==> src/core/cbd_pkg.sv <==
/*
 * Shared constants and types for the card bridge configuration bank:
 * register indices, field positions, reset values, timer lengths and
 * the interrupt signalling mode carrier.
 * Assumes an AXI4-Lite host bus with 32-bit data, one register per word.
 */
package cbd_pkg;
   localparam int ADDR_W = 12;
   // Register indices; byte address is four times the index
   localparam logic [7:0] IDX_ID = 8'h00;
   localparam logic [7:0] IDX_DEV_CTL = 8'h92;
   localparam logic [7:0] IDX_DIAG = 8'h93;
   localparam logic [7:0] IDX_IRQ_STS = 8'hB0;
   localparam logic [7:0] IDX_IRQ_MASK = 8'hB1;
   localparam logic [7:0] IDX_STATE = 8'hB2;
   // Reset values
   localparam logic [7:0] DEV_CTL_RST = 8'h66;
   localparam logic [7:0] DIAG_RST = 8'h21;
   localparam logic [2:0] IRQ_MASK_RST = 3'h0;
   // Writable and readable bits
   localparam logic [7:0] DEV_CTL_WR_MASK = 8'hEF;
   localparam logic [7:0] DIAG_RD_MASK = 8'hBF;
   // Device control fields
   localparam int DC_PWR_HOLD = 7;
   localparam int DC_LV_FORCE = 6;
   localparam int DC_LEGACY_DIAG = 5;
   localparam int DC_MODE_LO = 1;
   // Diagnostic fields
   localparam int DG_ID_MASK = 7;
   localparam int DG_CSC_ROUTE = 5;
   localparam int DG_DLY_DIS = 4;
   localparam int DG_LAT_EXT = 3;
   localparam int DG_CB_DISC = 2;
   localparam int DG_HOST_DISC = 1;
   localparam int DG_ASYNC = 0;
   // Interrupt status bits; sides of the discard timers share the low two
   localparam int IRQ_HOST_EXP = 0;
   localparam int IRQ_CB_EXP = 1;
   localparam int IRQ_CSC = 2;
   localparam int IRQ_N = 3;
   localparam int SIDE_HOST = 0;
   localparam int SIDE_CB = 1;
   // Timing counts in clocks
   localparam int LAT_SHORT = 16;
   localparam int LAT_LONG = 64;
   localparam int DISC_SHORT_LOG2 = 10;
   localparam int DISC_LONG_LOG2 = 15;
   localparam int DISC_SHORT = 2 ** DISC_SHORT_LOG2;
   localparam int DISC_LONG = 2 ** DISC_LONG_LOG2;
   localparam int DISC_CNT_W = 16;
   // Bus answers
   localparam logic [1:0] RESP_OKAY = 2'h0;
   localparam logic [1:0] RESP_SLVERR = 2'h2;
   localparam logic [31:0] ALL_ONES = 32'hFFFF_FFFF;

   typedef enum logic [1:0] {
      MODE_PAR_PCI = 2'b00,
      MODE_PAR_BOTH = 2'b01,
      MODE_SER_LEGACY = 2'b10,
      MODE_SER_BOTH = 2'b11
   } cbd_irq_mode_t;

   typedef struct packed {
      logic par_pci;
      logic par_legacy;
      logic ser_legacy;
      logic ser_pci;
   } cbd_irq_sig_t;
endpackage

==> src/core/cbd_diag_regs.sv <==
/*
 * Card bridge device control and diagnostic register bank with its
 * AXI4-Lite slave, retry latency counter, two discard timers, socket
 * power hold, status-change routing and an event interrupt.
 * Assumes one clock, synchronous active-high reset, and request inputs
 * from logic on the same clock, except the status-change pin.
 */
`timescale 1ns/1ps

// Summary of operation
// - Power hold set ignores socket power-off requests while in D3.
// - Low-voltage force bit reports socket 3-V capable when 1; resets to 1.
// - Mode field picks parallel or serialized legacy and PCI interrupts; resets 11.
// - Device control bit 4 is read-only and always reads 0.
// - Device control bit 5 is a writable diagnostic bit resetting to 1.
// - Identifier mask set makes vendor and device identifier reads all ones.
// - Diagnostic bit 6 is reserved and always reads 0.
// - Routing bit chooses legacy 803 bit 4 or 805 bits 7-4 zero.
// - Diagnostic bit 4 disables delayed transactions for host accesses.
// - Diagnostic bit 3 stretches retry latency threshold from 16 to 64.
// - Card-side discard timer lasts 2^10 clocks if selected, else 2^15.
// - Host-side discard timer lasts 2^10 clocks if selected, else 2^15.
// - Async enable passes status-change interrupts unclocked; else synchronised.
// - Retry expiry flags set when a retried master fails to return in time.
module cbd_diag_regs #(
   parameter int DISC_SHORT_CLK = cbd_pkg::DISC_SHORT,
   parameter int DISC_LONG_CLK = cbd_pkg::DISC_LONG,
   parameter logic [15:0] VENDOR_ID = 16'h5A5A,
   parameter logic [15:0] DEVICE_ID = 16'hA5A5
) (
   input wire logic clk,
   input wire logic srst,
   input wire logic [cbd_pkg::ADDR_W-1:0] s_axi_awaddr,
   input wire logic s_axi_awvalid,
   output logic s_axi_awready,
   input wire logic [31:0] s_axi_wdata,
   input wire logic [3:0] s_axi_wstrb,
   input wire logic s_axi_wvalid,
   output logic s_axi_wready,
   output logic [1:0] s_axi_bresp,
   output logic s_axi_bvalid,
   input wire logic s_axi_bready,
   input wire logic [cbd_pkg::ADDR_W-1:0] s_axi_araddr,
   input wire logic s_axi_arvalid,
   output logic s_axi_arready,
   output logic [31:0] s_axi_rdata,
   output logic [1:0] s_axi_rresp,
   output logic s_axi_rvalid,
   input wire logic s_axi_rready,
   input wire logic power_state_d3,
   input wire logic socket_power_on_req,
   input wire logic socket_power_off_req,
   output logic socket_power_on,
   output logic low_voltage_capable,
   output logic legacy_io_diag_bit,
   output cbd_pkg::cbd_irq_sig_t irq_signalling,
   input wire logic legacy_csc_pci_enable,
   input wire logic [3:0] legacy_csc_irq_select,
   input wire logic card_status_change_pin,
   output logic csc_pci_irq,
   output logic csc_legacy_irq,
   output logic delayed_txn_disable,
   input wire logic target_waiting,
   output logic retry_now,
   input wire logic [1:0] txn_retried,
   input wire logic [1:0] master_returned,
   output logic [1:0] txn_discard,
   output logic irq
);
   typedef struct packed {
      logic [7:0] dev_ctl;
      logic [7:0] diag;
      logic [cbd_pkg::IRQ_N-1:0] irq_sts;
      logic [cbd_pkg::IRQ_N-1:0] irq_mask;
      logic aw_have;
      logic [cbd_pkg::ADDR_W-1:0] aw_addr;
      logic w_have;
      logic [7:0] w_data;
      logic w_lane0;
      logic bvalid;
      logic [1:0] bresp;
      logic rvalid;
      logic [31:0] rdata;
      logic [1:0] rresp;
      logic sock_pwr;
      logic [6:0] lat_cnt;
      logic retry_now;
      logic [1:0][cbd_pkg::DISC_CNT_W-1:0] disc_cnt;
      logic [1:0] disc_busy;
      logic [1:0] discard;
      logic csc_s1;
      logic csc_s2;
      logic csc_s3;
   } cbd_state_t;

   cbd_state_t st_reg;
   cbd_state_t st_next;

   function automatic logic [cbd_pkg::ADDR_W-1:0] byte_addr(input logic [7:0] idx);
      byte_addr = cbd_pkg::ADDR_W'({idx, 2'b00});
   endfunction

   function automatic logic hits(input logic [cbd_pkg::ADDR_W-1:0] a,
                                 input logic [7:0] idx);
      hits = ({a[cbd_pkg::ADDR_W-1:2], 2'b00} == byte_addr(idx));
   endfunction

   // Unmapped words answer with an error and have no side effect
   function automatic logic mapped(input logic [cbd_pkg::ADDR_W-1:0] a);
      mapped = hits(a, cbd_pkg::IDX_ID) || hits(a, cbd_pkg::IDX_DEV_CTL) ||
               hits(a, cbd_pkg::IDX_DIAG) || hits(a, cbd_pkg::IDX_IRQ_STS) ||
               hits(a, cbd_pkg::IDX_IRQ_MASK) || hits(a, cbd_pkg::IDX_STATE);
   endfunction

   logic [7:0] diag_view;
   logic csc_route_pci;
   logic csc_level;
   logic [cbd_pkg::IRQ_N-1:0] irq_set;
   logic [cbd_pkg::IRQ_N-1:0] irq_clr;
   logic do_write;
   logic [6:0] lat_limit;
   logic [1:0][cbd_pkg::DISC_CNT_W-1:0] disc_last;
   cbd_pkg::cbd_irq_mode_t mode;

   // Diagnostic bit 6 is stored as written but hidden on reads
   assign diag_view = st_reg.diag & cbd_pkg::DIAG_RD_MASK;
   assign mode = cbd_pkg::cbd_irq_mode_t'(st_reg.dev_ctl[cbd_pkg::DC_MODE_LO +: 2]);

   // Route status-change interrupts to PCI or to the legacy IRQ
   always_comb begin
      if (st_reg.diag[cbd_pkg::DG_CSC_ROUTE]) begin
         csc_route_pci = (legacy_csc_irq_select == 4'h0);
      end else begin
         csc_route_pci = legacy_csc_pci_enable;
      end
   end

   // Unclocked path is a deliberate pass-through of the card pin
   // Users of the async path must tolerate glitches and metastable levels on it
   assign csc_level = st_reg.diag[cbd_pkg::DG_ASYNC] ? card_status_change_pin
                                                     : st_reg.csc_s2;
   assign csc_pci_irq = csc_level & csc_route_pci;
   assign csc_legacy_irq = csc_level & ~csc_route_pci;

   // Mode decode onto the four signalling enables
   // Serial modes only flag the enables; the serializer itself lives outside
   always_comb begin
      irq_signalling = '0;
      unique case (mode)
         cbd_pkg::MODE_PAR_PCI: begin
            irq_signalling.par_pci = 1'b1;
         end
         cbd_pkg::MODE_PAR_BOTH: begin
            irq_signalling.par_pci = 1'b1;
            irq_signalling.par_legacy = 1'b1;
         end
         cbd_pkg::MODE_SER_LEGACY: begin
            irq_signalling.par_pci = 1'b1;
            irq_signalling.ser_legacy = 1'b1;
         end
         cbd_pkg::MODE_SER_BOTH: begin
            irq_signalling.ser_legacy = 1'b1;
            irq_signalling.ser_pci = 1'b1;
         end
      endcase
   end

   assign lat_limit = st_reg.diag[cbd_pkg::DG_LAT_EXT] ? 7'(cbd_pkg::LAT_LONG - 1)
                                                       : 7'(cbd_pkg::LAT_SHORT - 1);
   assign disc_last[cbd_pkg::SIDE_HOST] = st_reg.diag[cbd_pkg::DG_HOST_DISC]
      ? cbd_pkg::DISC_CNT_W'(DISC_SHORT_CLK - 1)
      : cbd_pkg::DISC_CNT_W'(DISC_LONG_CLK - 1);
   assign disc_last[cbd_pkg::SIDE_CB] = st_reg.diag[cbd_pkg::DG_CB_DISC]
      ? cbd_pkg::DISC_CNT_W'(DISC_SHORT_CLK - 1)
      : cbd_pkg::DISC_CNT_W'(DISC_LONG_CLK - 1);

   // A write commits only with both halves held and no answer pending,
   // so a slow bready stalls the next write instead of losing its answer
   assign do_write = st_reg.aw_have && st_reg.w_have && !st_reg.bvalid;

   always_comb begin
      st_next = st_reg;
      irq_set = '0;
      irq_clr = '0;
      st_next.retry_now = 1'b0;
      st_next.discard = 2'b00;

      // Synchroniser and edge detect for the status-change pin
      st_next.csc_s1 = card_status_change_pin;
      st_next.csc_s2 = st_reg.csc_s1;
      st_next.csc_s3 = st_reg.csc_s2;
      irq_set[cbd_pkg::IRQ_CSC] = st_reg.csc_s2 & ~st_reg.csc_s3;

      // Write channel: address and data taken in either order
      if (s_axi_awvalid && s_axi_awready) begin
         st_next.aw_have = 1'b1;
         st_next.aw_addr = s_axi_awaddr;
      end
      if (s_axi_wvalid && s_axi_wready) begin
         st_next.w_have = 1'b1;
         st_next.w_data = s_axi_wdata[7:0];
         st_next.w_lane0 = s_axi_wstrb[0];
      end
      if (do_write) begin
         st_next.aw_have = 1'b0;
         st_next.w_have = 1'b0;
         st_next.bvalid = 1'b1;
         st_next.bresp = mapped(st_reg.aw_addr) ? cbd_pkg::RESP_OKAY
                                                : cbd_pkg::RESP_SLVERR;
         if (st_reg.w_lane0) begin
            if (hits(st_reg.aw_addr, cbd_pkg::IDX_DEV_CTL)) begin
               // Test bits 0 and 3 are stored as written; bit 4 never changes
               st_next.dev_ctl = st_reg.w_data & cbd_pkg::DEV_CTL_WR_MASK;
            end
            if (hits(st_reg.aw_addr, cbd_pkg::IDX_DIAG)) begin
               st_next.diag = st_reg.w_data;
            end
            if (hits(st_reg.aw_addr, cbd_pkg::IDX_IRQ_STS)) begin
               irq_clr = st_reg.w_data[cbd_pkg::IRQ_N-1:0];
            end
            if (hits(st_reg.aw_addr, cbd_pkg::IDX_IRQ_MASK)) begin
               st_next.irq_mask = st_reg.w_data[cbd_pkg::IRQ_N-1:0];
            end
         end
      end
      if (st_reg.bvalid && s_axi_bready) begin
         st_next.bvalid = 1'b0;
      end

      // Read channel: answer one cycle after the address is taken
      // Data is captured at acceptance, so a later write cannot alter a pending answer
      if (s_axi_arvalid && s_axi_arready) begin
         st_next.rvalid = 1'b1;
         st_next.rresp = mapped(s_axi_araddr) ? cbd_pkg::RESP_OKAY
                                              : cbd_pkg::RESP_SLVERR;
         st_next.rdata = '0;
         if (hits(s_axi_araddr, cbd_pkg::IDX_ID)) begin
            st_next.rdata = st_reg.diag[cbd_pkg::DG_ID_MASK] ? cbd_pkg::ALL_ONES
                                                             : {DEVICE_ID, VENDOR_ID};
         end
         if (hits(s_axi_araddr, cbd_pkg::IDX_DEV_CTL)) begin
            st_next.rdata = {24'h00_0000, st_reg.dev_ctl};
         end
         if (hits(s_axi_araddr, cbd_pkg::IDX_DIAG)) begin
            st_next.rdata = {24'h00_0000, diag_view};
         end
         if (hits(s_axi_araddr, cbd_pkg::IDX_IRQ_STS)) begin
            st_next.rdata = {29'h0000_0000, st_reg.irq_sts};
         end
         if (hits(s_axi_araddr, cbd_pkg::IDX_IRQ_MASK)) begin
            st_next.rdata = {29'h0000_0000, st_reg.irq_mask};
         end
         if (hits(s_axi_araddr, cbd_pkg::IDX_STATE)) begin
            st_next.rdata = {27'h000_0000, st_reg.csc_s2, st_reg.disc_busy,
                             st_reg.sock_pwr, power_state_d3};
         end
      end else if (st_reg.rvalid && s_axi_rready) begin
         st_next.rvalid = 1'b0;
      end

      // Socket power; an on request wins over an off request
      // Outside D3 the hold bit has no effect, so normal power management still works
      if (socket_power_on_req) begin
         st_next.sock_pwr = 1'b1;
      end else if (socket_power_off_req &&
                   !(st_reg.dev_ctl[cbd_pkg::DC_PWR_HOLD] && power_state_d3)) begin
         st_next.sock_pwr = 1'b0;
      end

      // Retry latency: a target waiting this long gets a retry
      // Dropping target_waiting restarts the count, so a retry needs an unbroken wait
      if (!target_waiting) begin
         st_next.lat_cnt = '0;
      end else if (st_reg.lat_cnt >= lat_limit) begin
         st_next.lat_cnt = '0;
         st_next.retry_now = 1'b1;
      end else begin
         st_next.lat_cnt = st_reg.lat_cnt + 7'd1;
      end

      // Discard timers, one per side
      // A returning master cancels the timer even in the cycle it would expire
      for (int s = 0; s < 2; s++) begin
         if (master_returned[s]) begin
            st_next.disc_busy[s] = 1'b0;
            st_next.disc_cnt[s] = '0;
         end else if (txn_retried[s] && !st_reg.disc_busy[s]) begin
            st_next.disc_busy[s] = 1'b1;
            st_next.disc_cnt[s] = '0;
         end else if (st_reg.disc_busy[s]) begin
            if (st_reg.disc_cnt[s] >= disc_last[s]) begin
               st_next.disc_busy[s] = 1'b0;
               st_next.disc_cnt[s] = '0;
               st_next.discard[s] = 1'b1;
               irq_set[s] = 1'b1;
            end else begin
               st_next.disc_cnt[s] = st_reg.disc_cnt[s] + cbd_pkg::DISC_CNT_W'(1);
            end
         end
      end

      // Sticky flags: a new event wins over a write-one clear
      st_next.irq_sts = (st_reg.irq_sts & ~irq_clr) | irq_set;
   end

   // Synchronous reset; every field not named below starts at zero
   always_ff @(posedge clk) begin
      if (srst) begin
         st_reg <= '0;
         st_reg.dev_ctl <= cbd_pkg::DEV_CTL_RST;
         st_reg.diag <= cbd_pkg::DIAG_RST;
         st_reg.irq_mask <= cbd_pkg::IRQ_MASK_RST;
      end else begin
         st_reg <= st_next;
      end
   end

   // Readies drop while a half is held or an answer waits: one transfer at a time
   assign s_axi_awready = !st_reg.aw_have && !st_reg.bvalid;
   assign s_axi_wready = !st_reg.w_have && !st_reg.bvalid;
   assign s_axi_bvalid = st_reg.bvalid;
   assign s_axi_bresp = st_reg.bresp;
   assign s_axi_arready = !st_reg.rvalid;
   assign s_axi_rvalid = st_reg.rvalid;
   assign s_axi_rdata = st_reg.rdata;
   assign s_axi_rresp = st_reg.rresp;

   assign socket_power_on = st_reg.sock_pwr;
   assign low_voltage_capable = st_reg.dev_ctl[cbd_pkg::DC_LV_FORCE];
   assign legacy_io_diag_bit = st_reg.dev_ctl[cbd_pkg::DC_LEGACY_DIAG];
   assign delayed_txn_disable = st_reg.diag[cbd_pkg::DG_DLY_DIS];
   assign retry_now = st_reg.retry_now;
   assign txn_discard = st_reg.discard;
   // Level interrupt: stays high until software clears the status or the mask
   assign irq = |(st_reg.irq_sts & st_reg.irq_mask);
endmodule

==> config.mk <==
export PLATFORM = sky130hd
export DESIGN_NAME = cbd_diag_regs
export DESIGN_NICKNAME = d
export VERILOG_FILES = /design/src/core/cbd_pkg.sv /design/src/core/cbd_diag_regs.sv
export SDC_FILE = /design/constraint.sdc
export NUM_CORES = 1
export LEC_CHECK = 0
export BUFFER_PORTS_ARGS = -buffer_cell sky130_fd_sc_hd__clkbuf_2
export CORE_ASPECT_RATIO = 1.5
export CORE_UTILIZATION = 53
export DETAILED_ROUTE_END_ITERATION = 16
export PLACE_DENSITY = 0.77
export SLEW_MARGIN = 15
export SYNTH_ARGS = -nofsm -noshare
export SYNTH_HDL_FRONTEND = slang
export SYNTH_SLANG_ARGS = --single-unit
export TNS_END_PERCENT = 1
==> constraint.sdc <==
create_clock -name clk -period 2.8 [get_ports clk]
set_input_delay 0.42 -clock clk [delete_from_list [all_inputs] [get_ports clk]]
set_output_delay 0.42 -clock clk [all_outputs]
set_load 0.05 [all_outputs]
==> impl_metrics.yaml <==
sta:
  grt_setup_unrepaired: "no"
  slew_headroom_pct: 52.7
  fin_crit_sh_pct: 81.8
  fin_skew_ns: 0.00784
  fin_tns_setup_ns: 0
  setup_viol: 0
  tightestPinTransition_ns: 0.708
  drv_slew: 0
  layout_setup_ws_ns: 0.510
  fmax_mhz: 437
  post-route-min-period_ns: 2.29
  hold_violations: 0
floorplanning:
  dieArea_um2: 9870
  rows: 43
  dieWidth_um: 81.5
  ioPinCount: 136
  core-area_um2: 9200
  die_y_um: 121
  start_util_pct: 54.6
clocking:
  clockBufferDepth: 2
  cts.clk_slew.worst_paths_ns: 0.07
  ctsHtreeMaxLevel: 3
  numCtsBuffers: 9
  clk_latency_ns: 0.35
  cts.sinks: 103
  post_cts.repair.setup_buffers: 0
  cts_hold_buf: 0
  clock-root-buffer: "clkbuf_16"
  cts_resized: 0
  cts_tree: "done"
worst_hold_path:
  hold_class: "in2reg"
placement:
  place_ws_ns: 0.508
  port_buffers: 102
  dpl-instance-area_um2: 5330
  gp_congestion: 0.877
  hpwlAfterDp_um: 8320
critical_path:
  cp-start-kind: "register"
  worst_setup_path_end_kind: "register"
  path_class: "reg2reg"
  crit_arrival_ns: 2.51
  cp_common_cell: "or4_4"
  cp_cell_sequence: "or4_4, or4_4, nor4b_4, buf_4, mux2i_1, nand2_1"
  cp.required_ns: 3.02
  cpPeakStageDelay_ns: 0.57
  path_max_fanout: 7
  slowest_stage: "or4_4"
cells_and_area:
  area_growth_pct: 11.4
  largest_reg_flops: 72
  drive_above_1_share_pct: 20.0
  num-nets-final: 749
  design_area_um2: 5590
  fillers: 801
  diodes: 0
route:
  routedWlPerCell_um: 14.6
  wl_um: 11200
  drt-initial-drc-count: 249
  ant_nets: 0
  dr.pass1.iters: 5
  drt-vias-per-instance: 5.58
  drc: 0
  via_count: 4282
global_route:
  grt_pass1_vias: 4005
  gr-total-overflow: 0
  grt.total_usage_pct: 23.7
  grt_pass1_wl_um: 18100
  antenna_found_initial: 0
  grt_max_degree: 38
yosys:
  synth_cells: 596
  async_flop_share_pct: 0
  synth_area_leaders: "dfxtp_1 (41%), buf_4 (5.7%), nand2_1 (5.7%)"
  synth_top_cell_by_area: "dfxtp_1"
  ys_ff_latch: 103
  yosysWarnings: 0
  ys_types: 59
  synth_most_common_cell: "dfxtp_1"
  synthTopCellsByCount: "dfxtp_1 (103), nand2_1 (76), nor2_1 (69)"
  synth_edf_count: 0
  ys_seq_area_share_pct: 41.1
  synth_top_area_share_pct: 41.1
  syn_avg_cell_area_um2: 8.42
  ys.flop_type: "dfxtp_1"
  synth_area_um2: 5020
power_and_ir_drop:
  powerDensity_nw_per_um2: 525
  p_leak_nw: 2.33
  vdd_drop_max_mv: 0.487
status:
  outcome: "finished clean"
job:
  maxCapViolations: 0
-- final timing paths --
check,from,end,slack [ns],cells after the start
setup / recovery,st_reg[101],low_voltage_capable,0.51,6
hold / removal,s_axi_rready,s_axi_rvalid,0.26,2
setup reg to reg,st_reg[101],low_voltage_capable,0.51,6
hold reg to reg,st_next[1],st_next[0],0.45,1
-- power by group --
| group | total (mW) | internal [mW] | switching (mW) |
|---|---|---|---|
| Combinational | 0.261 | 0.0858 | 0.175 |
| Sequential | 1.54 | 1.50 | 0.0368 |
| Clock | 1.14 | 0.612 | 0.525 |
-- per-layer routing --
| layer | track usage [%] | vias up | wire, um |
|---|---|---|---|
| met5 | 0 | - | 0 |
| met4 | 13.5 | 0 | 273 |
| met3 | 5.19 | 21 | 518 |
| met2 | 40.7 | 136 | 5940 |
| met1 | 26.1 | 1978 | 4490 |
| li1 | - | 2147 | - |
-- cell usage in the layout (no fill, tap or decap), types with 3 or more instances in the layout --
cell	netlist	final
nand3b_1	3	3
clkbuf_2	0	102
o21bai_1	3	3
clkbuf_16	0	9
dfxtp_1	103	103
xor2_1	19	19
and2_1	4	4
and3_1	6	6
o21ai_0	16	16
nand4_1	9	9
a211oi_1	3	3
nor2_1	69	69
a21oi_1	44	44
nor3_1	8	8
buf_4	38	6
nand2_1	76	76
nand4b_1	5	5
nor4_1	12	12
clkinvlp_4	0	3
inv_1	16	16
nand3_1	25	25
nor2b_1	9	9
a31oi_1	5	5
o2111ai_1	3	3
ha_1	15	15
nand2b_1	4	4
xnor2_1	11	11
mux2i_1	22	22
nor3b_1	4	4
-- kinds of logic after synthesis --
| family | after synthesis | share of synthesized area [%] |
|---|---|---|
| AO/OA/AOI/OAI | 99 | 12.2 |
| XOR/XNOR | 30 | 5.23 |
| adder cells (fa/ha/maj) | 15 | 3.74 |
| buffers and inverters | 79 | 8.92 |
| flip-flops | 103 | 41.1 |
| multiplexers | 24 | 4.83 |
| other | 1 | 0.0747 |
| AND/OR/NAND/NOR | 245 | 24.0 |
-- per-stage QoR --
step	util (%)	hold slack, ns	total power [mW]	instances
2_1_floorplan	-	0.414	1.75	597
3_3_place_gp	58.0	0.419	1.82	754
3_5_place_dp	58.0	0.436	1.83	754
4_1_cts	60.8	0.250	2.95	767
5_1_grt	60.8	0.266	3.03	767
6_report	60.8	0.258	2.93	767
-- critical path, delay by kind of cell, from the launching register on --
kind | cells | cell delay, ns
muxes | 1 | 0.24
DFF | 1 | 0.31
buffers and inverters | 1 | 0.22
and+or+nand+nor | 4 | 1.40
-- cell type report --
cell class,instances,area [um2],share of cell area [%]
clock inverters,3,22.5,0.403
flip-flops and latches,103,2060,36.9
inverters,16,60.1,1.07
multi-input cells,415,2510,45.0
well taps,112,140,2.51
repair buffers,108,556,9.93
clock buffers,10,239,4.27
Power figures use the tool's default switching activity.
